===== config.mk =====
export PLATFORM = sky130hd
export DESIGN_NAME = llsm_monitor
export DESIGN_NICKNAME = d
export VERILOG_FILES = /design/src/common/llsm_pkg.sv /design/src/verilog/llsm_lat_tracker.sv /design/src/verilog/llsm_monitor.sv
export VERILOG_INCLUDE_DIRS = /design/src /design/src/common
export SDC_FILE = /design/constraint.sdc
export NUM_CORES = 2
export LEC_CHECK = 0
export BUFFER_PORTS_ARGS = -buffer_cell sky130_fd_sc_hd__buf_2
export CORE_AREA = 2 2 323 325
export DETAILED_ROUTE_END_ITERATION = 12
export DIE_AREA = 0 0 325 327
export SYNTH_ARGS = -nofsm -noshare
export SYNTH_HDL_FRONTEND = slang
export SYNTH_SLANG_ARGS = --single-unit

===== constraint.sdc =====
create_clock -name ref_clk -period 5.52 [get_ports ref_clk]
set_clock_uncertainty 0.05 [all_clocks]
set_input_delay 0.552 -clock ref_clk [delete_from_list [all_inputs] [get_ports ref_clk]]
set_output_delay 0.552 -clock ref_clk [all_outputs]
set_load 0.1 [all_outputs]

===== src/common/llsm_defines.svh =====
// Constants for the load latency sampling monitor: register addresses,
// field positions, reset values and data-source codes.
// Assumes inclusion by bare name from the package and the design files.
`ifndef LLSM_DEFINES_SVH
`define LLSM_DEFINES_SVH

// Register addresses on the model-specific register port.
`define LLSM_THRESH_ADDR 32'h0000_03f6
`define LLSM_EVTSEL0_ADDR 32'h0000_0186
`define LLSM_PMC0_ADDR 32'h0000_00c1

// Widths and counts.
`define LLSM_NUM_CNT 4
`define LLSM_CNT_W 48
`define LLSM_VA_W 48
`define LLSM_TAG_W 2
`define LLSM_SLOTS 4
`define LLSM_LAT_W 32
`define LLSM_THR_W 16

// Reset values.
`define LLSM_THRESH_RST 16'h0000
`define LLSM_EVTSEL_RST 32'h0000_0000
`define LLSM_CNT_RST 48'h0000_0000_0000

// Event-select field positions.
`define LLSM_ES_EVENT_LO 0
`define LLSM_ES_EVENT_HI 7
`define LLSM_ES_UMASK_LO 8
`define LLSM_ES_UMASK_HI 15
`define LLSM_ES_EN_BIT 22

// Event code and unit mask that select the latency-above-threshold event.
`define LLSM_LAT_EVENT 8'h0b
`define LLSM_LAT_UMASK 8'h10

// Data-source codes.
`define LLSM_SRC_UNKNOWN 4'h0
`define LLSM_SRC_L1_HIT 4'h1
`define LLSM_SRC_FILL_BUF 4'h2
`define LLSM_SRC_L2_HIT 4'h3
`define LLSM_SRC_LLC_NOSNOOP 4'h4
`define LLSM_SRC_LLC_SNP_CLEAN 4'h5
`define LLSM_SRC_LLC_SNP_MOD 4'h6
`define LLSM_SRC_NO_DETAILS 4'h7
`define LLSM_SRC_XPKG_CLEAN 4'h8
`define LLSM_SRC_XPKG_MOD 4'h9
`define LLSM_SRC_LDRAM_S 4'ha
`define LLSM_SRC_RDRAM_S 4'hb
`define LLSM_SRC_LDRAM_E 4'hc
`define LLSM_SRC_RDRAM_E 4'hd
`define LLSM_SRC_IO 4'he
`define LLSM_SRC_UNCACHE 4'hf

`endif


===== src/common/llsm_pkg.sv =====
// Types shared by the load latency sampling monitor files.
// Assumes the constants header is on the include path.
`include "llsm_defines.svh"

package llsm_pkg;

    // A load starting execution, with its effective address.
    typedef struct packed {
        logic valid;
        logic [`LLSM_TAG_W-1:0] tag;
        logic [`LLSM_VA_W-1:0] vaddr;
    } llsm_exec_type;

    // Data delivered for a load, with the hierarchy's source code.
    typedef struct packed {
        logic valid;
        logic [`LLSM_TAG_W-1:0] tag;
        logic [3:0] src;
    } llsm_done_type;

    // One measured load, or one captured sample record.
    typedef struct packed {
        logic valid;
        logic [`LLSM_LAT_W-1:0] lat;
        logic [`LLSM_VA_W-1:0] vaddr;
        logic [15:0] src;
    } llsm_rec_type;

endpackage


===== src/verilog/llsm_lat_tracker.sv =====
// Per-load latency timer for the load latency sampling monitor.
// Assumes each tag is reused only after its data has been delivered.
`timescale 1ns/1ps
`include "llsm_defines.svh"

module llsm_lat_tracker
    import llsm_pkg::*;
(
    input wire logic ref_clk,
    input wire logic sys_rst,
    input wire llsm_exec_type exec_in,
    input wire llsm_done_type done_in,
    output llsm_rec_type rec
);

    logic [`LLSM_LAT_W-1:0] now_r;
    logic [`LLSM_LAT_W-1:0] now_nxt;
    logic [`LLSM_LAT_W-1:0] start_r [`LLSM_SLOTS];
    logic [`LLSM_LAT_W-1:0] start_nxt [`LLSM_SLOTS];
    logic [`LLSM_VA_W-1:0] va_r [`LLSM_SLOTS];
    logic [`LLSM_VA_W-1:0] va_nxt [`LLSM_SLOTS];
    llsm_rec_type rec_r;
    llsm_rec_type rec_nxt;

    // The free-running stamp wraps; subtraction modulo 2^32 stays correct.
    // The address is latched at execute, so a load that overwrites its
    // own base register still reports the address it really used.
    always_comb
    begin
        now_nxt = now_r + 32'h0000_0001;
        start_nxt = start_r;
        va_nxt = va_r;
        if (exec_in.valid)
        begin
            start_nxt[exec_in.tag] = now_r;
            va_nxt[exec_in.tag] = exec_in.vaddr;
        end
        rec_nxt.valid = done_in.valid;
        rec_nxt.lat = now_r - start_r[done_in.tag];
        rec_nxt.vaddr = va_r[done_in.tag];
        rec_nxt.src = {12'h000, done_in.src};
    end

    // Registers of the timer.
    always_ff @(posedge ref_clk)
    begin
        if (sys_rst)
        begin
            now_r <= 32'h0000_0000;
            rec_r <= '0;
            for (int i = 0; i < `LLSM_SLOTS; i++)
            begin
                start_r[i] <= 32'h0000_0000;
                va_r[i] <= '0;
            end
        end
        else
        begin
            now_r <= now_nxt;
            start_r <= start_nxt;
            va_r <= va_nxt;
            rec_r <= rec_nxt;
        end
    end

    assign rec = rec_r;

endmodule


===== src/verilog/llsm_monitor.sv =====
// Load latency sampling monitor: threshold register, four counters,
// sampling arm logic and the captured sample record.
// Assumes the core's load pipeline drives execute and delivery strobes,
// and that software reaches the registers through the register port.
`timescale 1ns/1ps
`include "llsm_defines.svh"


module llsm_monitor
    import llsm_pkg::*;
(
    input wire logic ref_clk,
    input wire logic sys_rst,
    input wire logic [31:0] msr_addr,
    input wire logic msr_wr,
    input wire logic msr_rd,
    input wire logic [63:0] msr_wdata,
    output logic [63:0] msr_rdata,
    output logic msr_ack,
    output logic msr_hit,
    input wire llsm_exec_type load_exec,
    input wire llsm_done_type load_done,
    output llsm_rec_type sample,
    output logic sample_armed,
    output logic [`LLSM_NUM_CNT*`LLSM_CNT_W-1:0] cnt_values,
    output logic perf_monitor_interrupt
);

    localparam logic [`LLSM_CNT_W-1:0] CNT_MAX = '1;

    llsm_rec_type meas;
    logic [`LLSM_THR_W-1:0] thresh_r;
    logic [`LLSM_THR_W-1:0] thresh_nxt;
    logic [31:0] evtsel_r [`LLSM_NUM_CNT];
    logic [`LLSM_CNT_W-1:0] cnt_r [`LLSM_NUM_CNT];
    logic [`LLSM_NUM_CNT-1:0] sel;
    logic [`LLSM_NUM_CNT-1:0] ovf;
    logic exceed;
    logic capture;
    logic armed_r;
    logic armed_nxt;
    llsm_rec_type sample_r;
    llsm_rec_type sample_nxt;
    logic irq_r;
    logic irq_nxt;
    logic [63:0] rdata_r;
    logic [63:0] rdata_nxt;
    logic ack_r;
    logic hit_r;
    logic hit_nxt;

    // Execute-to-delivery timing lives in the tracker.
    llsm_lat_tracker u_tracker (
        .ref_clk(ref_clk),
        .sys_rst(sys_rst),
        .exec_in(load_exec),
        .done_in(load_done),
        .rec(meas)
    );

    // Folds codes that the hierarchy must not report onto unknown miss.
    function automatic logic [3:0] llsm_src_map(input logic [3:0] raw);
        logic [3:0] code;
        code = raw;
        if (raw == `LLSM_SRC_XPKG_MOD || raw == `LLSM_SRC_NO_DETAILS)
        begin
            code = `LLSM_SRC_UNKNOWN;
        end
        return code;
    endfunction

    // Only one threshold exists; every counter shares it.
    assign exceed = meas.valid &&
        (meas.lat > {16'h0000, thresh_r});

    // Per-counter event selection and counting.
    for (genvar g = 0; g < `LLSM_NUM_CNT; g++)
    begin : g_cnt
        logic [`LLSM_CNT_W-1:0] cnt_nxt;
        logic [31:0] es_nxt;
        logic es_hit;
        logic cn_hit;

        assign es_hit = msr_addr == (`LLSM_EVTSEL0_ADDR + 32'(g));
        assign cn_hit = msr_addr == (`LLSM_PMC0_ADDR + 32'(g));
        assign sel[g] = evtsel_r[g][`LLSM_ES_EN_BIT] &&
            evtsel_r[g][`LLSM_ES_EVENT_HI:`LLSM_ES_EVENT_LO]
                == `LLSM_LAT_EVENT &&
            evtsel_r[g][`LLSM_ES_UMASK_HI:`LLSM_ES_UMASK_LO]
                == `LLSM_LAT_UMASK;
        assign ovf[g] = sel[g] && exceed && cnt_r[g] == CNT_MAX;
        assign cnt_values[g*`LLSM_CNT_W +: `LLSM_CNT_W] = cnt_r[g];

        // A software write to a counter wins over a count in that cycle.
        always_comb
        begin
            es_nxt = evtsel_r[g];
            cnt_nxt = cnt_r[g];
            if (msr_wr && es_hit)
            begin
                es_nxt = msr_wdata[31:0];
            end
            if (msr_wr && cn_hit)
            begin
                cnt_nxt = msr_wdata[`LLSM_CNT_W-1:0];
            end
            else if (sel[g] && exceed)
            begin
                cnt_nxt = cnt_r[g] + 48'h0000_0000_0001;
            end
        end

        // Counter and event-select registers.
        always_ff @(posedge ref_clk)
        begin
            if (sys_rst)
            begin
                evtsel_r[g] <= `LLSM_EVTSEL_RST;
                cnt_r[g] <= `LLSM_CNT_RST;
            end
            else
            begin
                evtsel_r[g] <= es_nxt;
                cnt_r[g] <= cnt_nxt;
            end
        end
    end

    // Capture needs a counter still on the event so a stale arm is inert.
    assign capture = armed_r && exceed && (|sel);

    // Arm, capture and interrupt. An overflow in the capture cycle re-arms,
    // so the newer overflow is never lost behind the older sample.
    always_comb
    begin
        armed_nxt = armed_r;
        sample_nxt = sample_r;
        sample_nxt.valid = 1'b0;
        irq_nxt = 1'b0;
        if (capture)
        begin
            armed_nxt = 1'b0;
            sample_nxt.valid = 1'b1;
            sample_nxt.lat = meas.lat;
            sample_nxt.vaddr = meas.vaddr;
            sample_nxt.src = {12'h000,
                llsm_src_map(meas.src[3:0])};
            irq_nxt = 1'b1;
        end
        if (|ovf)
        begin
            armed_nxt = 1'b1;
        end
    end

    // Threshold register and register-port read path.
    always_comb
    begin
        thresh_nxt = thresh_r;
        rdata_nxt = 64'h0000_0000_0000_0000;
        hit_nxt = 1'b0;
        if (msr_wr && msr_addr == `LLSM_THRESH_ADDR)
        begin
            thresh_nxt = msr_wdata[`LLSM_THR_W-1:0];
        end
        if (msr_addr == `LLSM_THRESH_ADDR)
        begin
            rdata_nxt = {48'h0000_0000_0000, thresh_r};
            hit_nxt = 1'b1;
        end
        for (int i = 0; i < `LLSM_NUM_CNT; i++)
        begin
            if (msr_addr == (`LLSM_EVTSEL0_ADDR + 32'(i)))
            begin
                rdata_nxt = {32'h0000_0000, evtsel_r[i]};
                hit_nxt = 1'b1;
            end
            if (msr_addr == (`LLSM_PMC0_ADDR + 32'(i)))
            begin
                rdata_nxt = {16'h0000, cnt_r[i]};
                hit_nxt = 1'b1;
            end
        end
        if (!msr_rd)
        begin
            rdata_nxt = rdata_r;
        end
        hit_nxt = hit_nxt && (msr_rd || msr_wr);
    end

    // Register stage for state, record and port answers.
    always_ff @(posedge ref_clk)
    begin
        if (sys_rst)
        begin
            thresh_r <= `LLSM_THRESH_RST;
            armed_r <= 1'b0;
            sample_r <= '0;
            irq_r <= 1'b0;
            rdata_r <= 64'h0000_0000_0000_0000;
            ack_r <= 1'b0;
            hit_r <= 1'b0;
        end
        else
        begin
            thresh_r <= thresh_nxt;
            armed_r <= armed_nxt;
            sample_r <= sample_nxt;
            irq_r <= irq_nxt;
            rdata_r <= rdata_nxt;
            ack_r <= msr_rd || msr_wr;
            hit_r <= hit_nxt;
        end
    end

    assign sample = sample_r;
    assign sample_armed = armed_r;
    assign perf_monitor_interrupt = irq_r;
    assign msr_rdata = rdata_r;
    assign msr_ack = ack_r;
    assign msr_hit = hit_r;

    // Checks. They watch internal state as well as the ports, so a
    // broken arm, count or capture path fails in the cycle in which it
    // goes wrong rather than many loads later.
    a_irq_with_record: assert property (
        @(posedge ref_clk) disable iff (sys_rst)
        perf_monitor_interrupt |-> sample_r.valid)
        else $error("interrupt without a fresh sample record");
    a_capture_disarms: assert property (
        @(posedge ref_clk) disable iff (sys_rst)
        capture && !(|ovf) |=> !armed_r)
        else $error("sampling stayed armed after a capture");
    a_overflow_arms: assert property (
        @(posedge ref_clk) disable iff (sys_rst)
        (|ovf) |=> armed_r)
        else $error("overflow did not arm sampling");
    a_count_above_only: assert property (
        @(posedge ref_clk) disable iff (sys_rst)
        sel[0] && meas.valid && !exceed && !msr_wr
        |=> cnt_r[0] == $past(cnt_r[0]))
        else $error("counter moved on a load not above threshold");
    a_count_step: assert property (
        @(posedge ref_clk) disable iff (sys_rst)
        sel[0] && exceed && !msr_wr
        |=> cnt_r[0] == $past(cnt_r[0]) + 48'h0000_0000_0001)
        else $error("counter did not step by one");
    a_unselected_holds: assert property (
        @(posedge ref_clk) disable iff (sys_rst)
        !sel[0] && !msr_wr |=> $stable(cnt_r[0]))
        else $error("counter moved while not on the latency event");
    a_sample_latency: assert property (
        @(posedge ref_clk) disable iff (sys_rst)
        capture |=> sample_r.lat == $past(meas.lat)
        && sample_r.lat > {16'h0000, $past(thresh_r)})
        else $error("sample latency wrong");
    a_sample_address: assert property (
        @(posedge ref_clk) disable iff (sys_rst)
        capture |=> sample_r.vaddr == $past(meas.vaddr))
        else $error("sample address wrong");
    a_src_low_bits: assert property (
        @(posedge ref_clk) disable iff (sys_rst)
        sample_r.valid |-> sample_r.src[15:4] == 12'h000
        && sample_r.src[3:0] != `LLSM_SRC_XPKG_MOD)
        else $error("source field malformed");
    a_unarmed_no_sample: assert property (
        @(posedge ref_clk) disable iff (sys_rst)
        !armed_r |=> !sample_r.valid)
        else $error("sample written while disarmed");
    a_latency_elapsed: assert property (
        @(posedge ref_clk) disable iff (sys_rst)
        load_exec.valid ##1 !load_exec.valid ##1
        (load_done.valid && load_done.tag == $past(load_exec.tag, 2))
        |=> meas.lat == 32'h0000_0002)
        else $error("latency count wrong");
    a_threshold_write: assert property (
        @(posedge ref_clk) disable iff (sys_rst)
        msr_wr && msr_addr == `LLSM_THRESH_ADDR
        |=> thresh_r == $past(msr_wdata[15:0]))
        else $error("threshold register not written");

    // Scenarios that the bench is expected to reach; c_rearm, a capture in an overflow cycle, is never driven by the bench.
    c_overflow: cover property (@(posedge ref_clk) disable iff (sys_rst)
        |ovf);
    c_sample: cover property (@(posedge ref_clk) disable iff (sys_rst)
        perf_monitor_interrupt);
    c_rearm: cover property (@(posedge ref_clk) disable iff (sys_rst)
        capture && (|ovf));
    c_exact_threshold: cover property (@(posedge ref_clk)
        disable iff (sys_rst) meas.valid
        && meas.lat == {16'h0000, thresh_r});
    c_folded_source: cover property (@(posedge ref_clk) disable iff (sys_rst)
        capture && meas.src[3:0] == `LLSM_SRC_XPKG_MOD);

endmodule


==> impl_metrics.tcl <==
set metrics [dict create \
    status "finished, final reports clean" \
    maxCapViolCount 0 \
    min_path_type "in -> reg" \
    syn_avg_cell_area_um2 8.021 \
    min_delay_path_depth 2 \
    numCtsBuffers 101 \
    setup-violations-final 0 \
    synthArstFlopShare_pct 0 \
    grt_max_degree 192 \
    finalCriticalPeriod_ns 4.388 \
    cts-root-buf "clkbuf_16" \
    die_area_um2 106300 \
    port_buffers 470 \
    clock_path_buffers 3 \
    required_ns 6.04 \
    initial_utilization_pct 39.72 \
    ys_seq_area_share_pct 44.52 \
    synth_commonest_cells "1298 x nand2_1, 909 x dfxtp_1, 632 x a21oi_1, 399 x nor2_1, 364 x clkbuf_1" \
    globalplace.congestion 0.9245 \
    io-pin-count 515 \
    drc 0 \
    cts_resized 0 \
    rr_startpoint "thresh_r[15]$_SDFFE_PP0P_" \
    vias 37690 \
    antenna_found_initial 15 \
    power.leakage_nw 17.35 \
    drt_pass1_iterations 7 \
    ys_warn_count 0 \
    fin_area_um2 47590 \
    relSlewSlack_pct 24.64 \
    detail_route.wl_per_cell_um 21.46 \
    cp_max_fo 13 \
    die_h_um 327 \
    synth_area_leader_cell "dfxtp_1" \
    clock_sinks 909 \
    first_global_vias 35180 \
    postCtsSetupRepairBufs 0 \
    clk_latency_ns 0.69 \
    critPathArrivalTime_ns 4.91 \
    hpwlAfterDp_um 98200 \
    fmax_mhz 227.9 \
    fin_crit_sh_pct 79.49 \
    synth-seq-cells 909 \
    synth_edf_count 0 \
    syn_inst 5096 \
    via_per_inst 5.536 \
    overflow 0 \
    fp.dieW_um 325 \
    cp-start-kind "flip-flop" \
    rsz0062_at_grt "no" \
    totalWireLength_um 146100 \
    peakVddDrop_mv 0.2060 \
    synth_most_common_cell "nand2_1" \
    htree_levels 3 \
    tns_ns 0 \
    hold_viol_final 0 \
    p_per_area_nw_per_um2 312.2 \
    nets 5551 \
    first_iter_violations 3812 \
    cts_tree "yes" \
    min-delay-start "load_done[6]" \
    worst_r2r_path_depth 10 \
    ys_top_cells_by_area "dfxtp_1 45%, nand2_1 12%, a21oi_1 7.7%, mux4_2 4.4%, nor2_1 3.7%" \
    yosysUniqueCellTypes 72 \
    grt_use_total_pct 26.46 \
    coreArea_um2 102900 \
    grt_pass1_wl_um 219500 \
    endpoint_kind "flip-flop" \
    worst_pin_slew_ns 1.130 \
    clk_pin_slew_ns 0.06 \
    synth_area_um2 40880 \
    ant_nets 0 \
    slew_viol_final 0 \
    ys.flop_type "dfxtp_1" \
    syn2layout_area_growth_pct 16.43 \
    post_route_cells_drive_above_1_share_pct 15.50 \
    yosysTopAreaCellShare_pct 44.52 \
    crit_start "thresh_r[15]$_SDFFE_PP0P_" \
    place_ws_ns 0.9889 \
    hold_buffers 4 \
    critical_path_class "reg -> reg" \
    rows 118 \
    worst_slack_ns 1.132 \
    place_area_um2 44010 \
]
logic make-up after synthesis:
| kind of cell | Yosys count | share of synthesized area, % |
|---|---|---|
| AOI/OAI and AO/OA | 1109 | 16.27 |
| and+or+nand+nor | 2196 | 23.10 |
| other | 1 | 0.009174 |
| DFF | 909 | 44.52 |
| buffers and inverters | 524 | 5.142 |
| adders and majority gates | 53 | 1.641 |
| xor gates and xnor gates | 199 | 4.264 |
| muxes | 105 | 5.057 |
metrics by stage:
step | utilization (%) | cells | hold WS, ns | total power [mW]
final | 46.25 | 6808 | 0.05303 | 14.86
after global placement | 42.77 | 6613 | 0.3742 | 7.881
after floorplan | - | 5123 | 0.3718 | 7.563
after CTS | 46.24 | 6805 | 0.01989 | 14.99
after detailed placement | 42.77 | 6613 | 0.3816 | 7.889
after global routing | 46.24 | 6806 | 0.04763 | 15.33
layer usage:
layer | wire, um | track usage [%] | up-vias
met5 | 149 | 0 | -
met4 | 5916 | 11.47 | 24
met3 | 11940 | 5.928 | 302
met2 | 68810 | 43.77 | 1483
met1 | 59310 | 33.15 | 17970
li1 | - | - | 17910
critical path: stages, from the launching register on:
cell	delay (ns)
dfxtp_1	0.39
inv_1	0.07
ha_1	0.29
nand4_1	0.12
nor3_1	0.26
o21ai_0	0.13
nand4_1	0.61
and2_1	0.86
nand2_1	0.69
or3_1	0.51
a311oi_1	0.27
flip-flops by register name, indices dropped and copies added (netlist names):
register           flops
cnt_r                192
evtsel_r             128
msr_ack                1
msr_hit                1
msr_rdata             48
sample                85
sample_armed           1
thresh_r              16
u_tracker.now_r       32
u_tracker.rec         85
u_tracker.start_r    128
u_tracker.va_r       192
placed cells by master, fill, tap and decap left out, types with 19 or more instances in the layout:
master / instances
buf_4: 65
nor3_1: 85
nor2_1: 396
a221oi_1: 26
buf_2: 466
a21oi_1: 632
conb_1: 28
ha_1: 52
clkbuf_8: 25
xnor2_1: 116
inv_1: 97
a311oi_1: 53
dfxtp_1: 909
nor4_1: 19
nand2_1: 1293
a211oi_1: 151
and3_1: 43
clkinv_2: 24
clkbuf_16: 102
and4_1: 19
xor2_1: 83
nand4_1: 52
mux4_2: 80
o21ai_0: 105
or3_1: 58
a21o_1: 22
a22oi_1: 42
nand3_1: 87
nor2b_1: 64
layout make-up:
type                            instances  area (um2)
Timing Repair Buffer                  541        2975
Sequential cell                       909       18200
Inverter                               97       364.1
Tap cell                             1380        1727
Clock buffer                          140        2945
Antenna cell                            3       7.507
Fill cell                           10220       55310
Clock inverter                         48       584.3
Multi-Input combinational cell       3690       20790
power breakdown:
group          internal [mW]  total, mW  switching (mW)  leakage (nW)
registers               6.66       6.73          0.0711          7.35
clock network           4.21       7.11            2.90          1.74
logic                  0.261       1.01           0.753          8.25
final timing paths:
check,to,slack [ns]
max,cnt_r[3][37]$_SDFFE_PP0P_,1.13
min,u_tracker.rec[96]$_SDFF_PP0_,0.05
max reg2reg,cnt_r[3][37]$_SDFFE_PP0P_,1.13
min reg2reg,sample[57]$_SDFFE_PP0P_,0.38
Note: power is estimated with default switching activity, not from simulation.
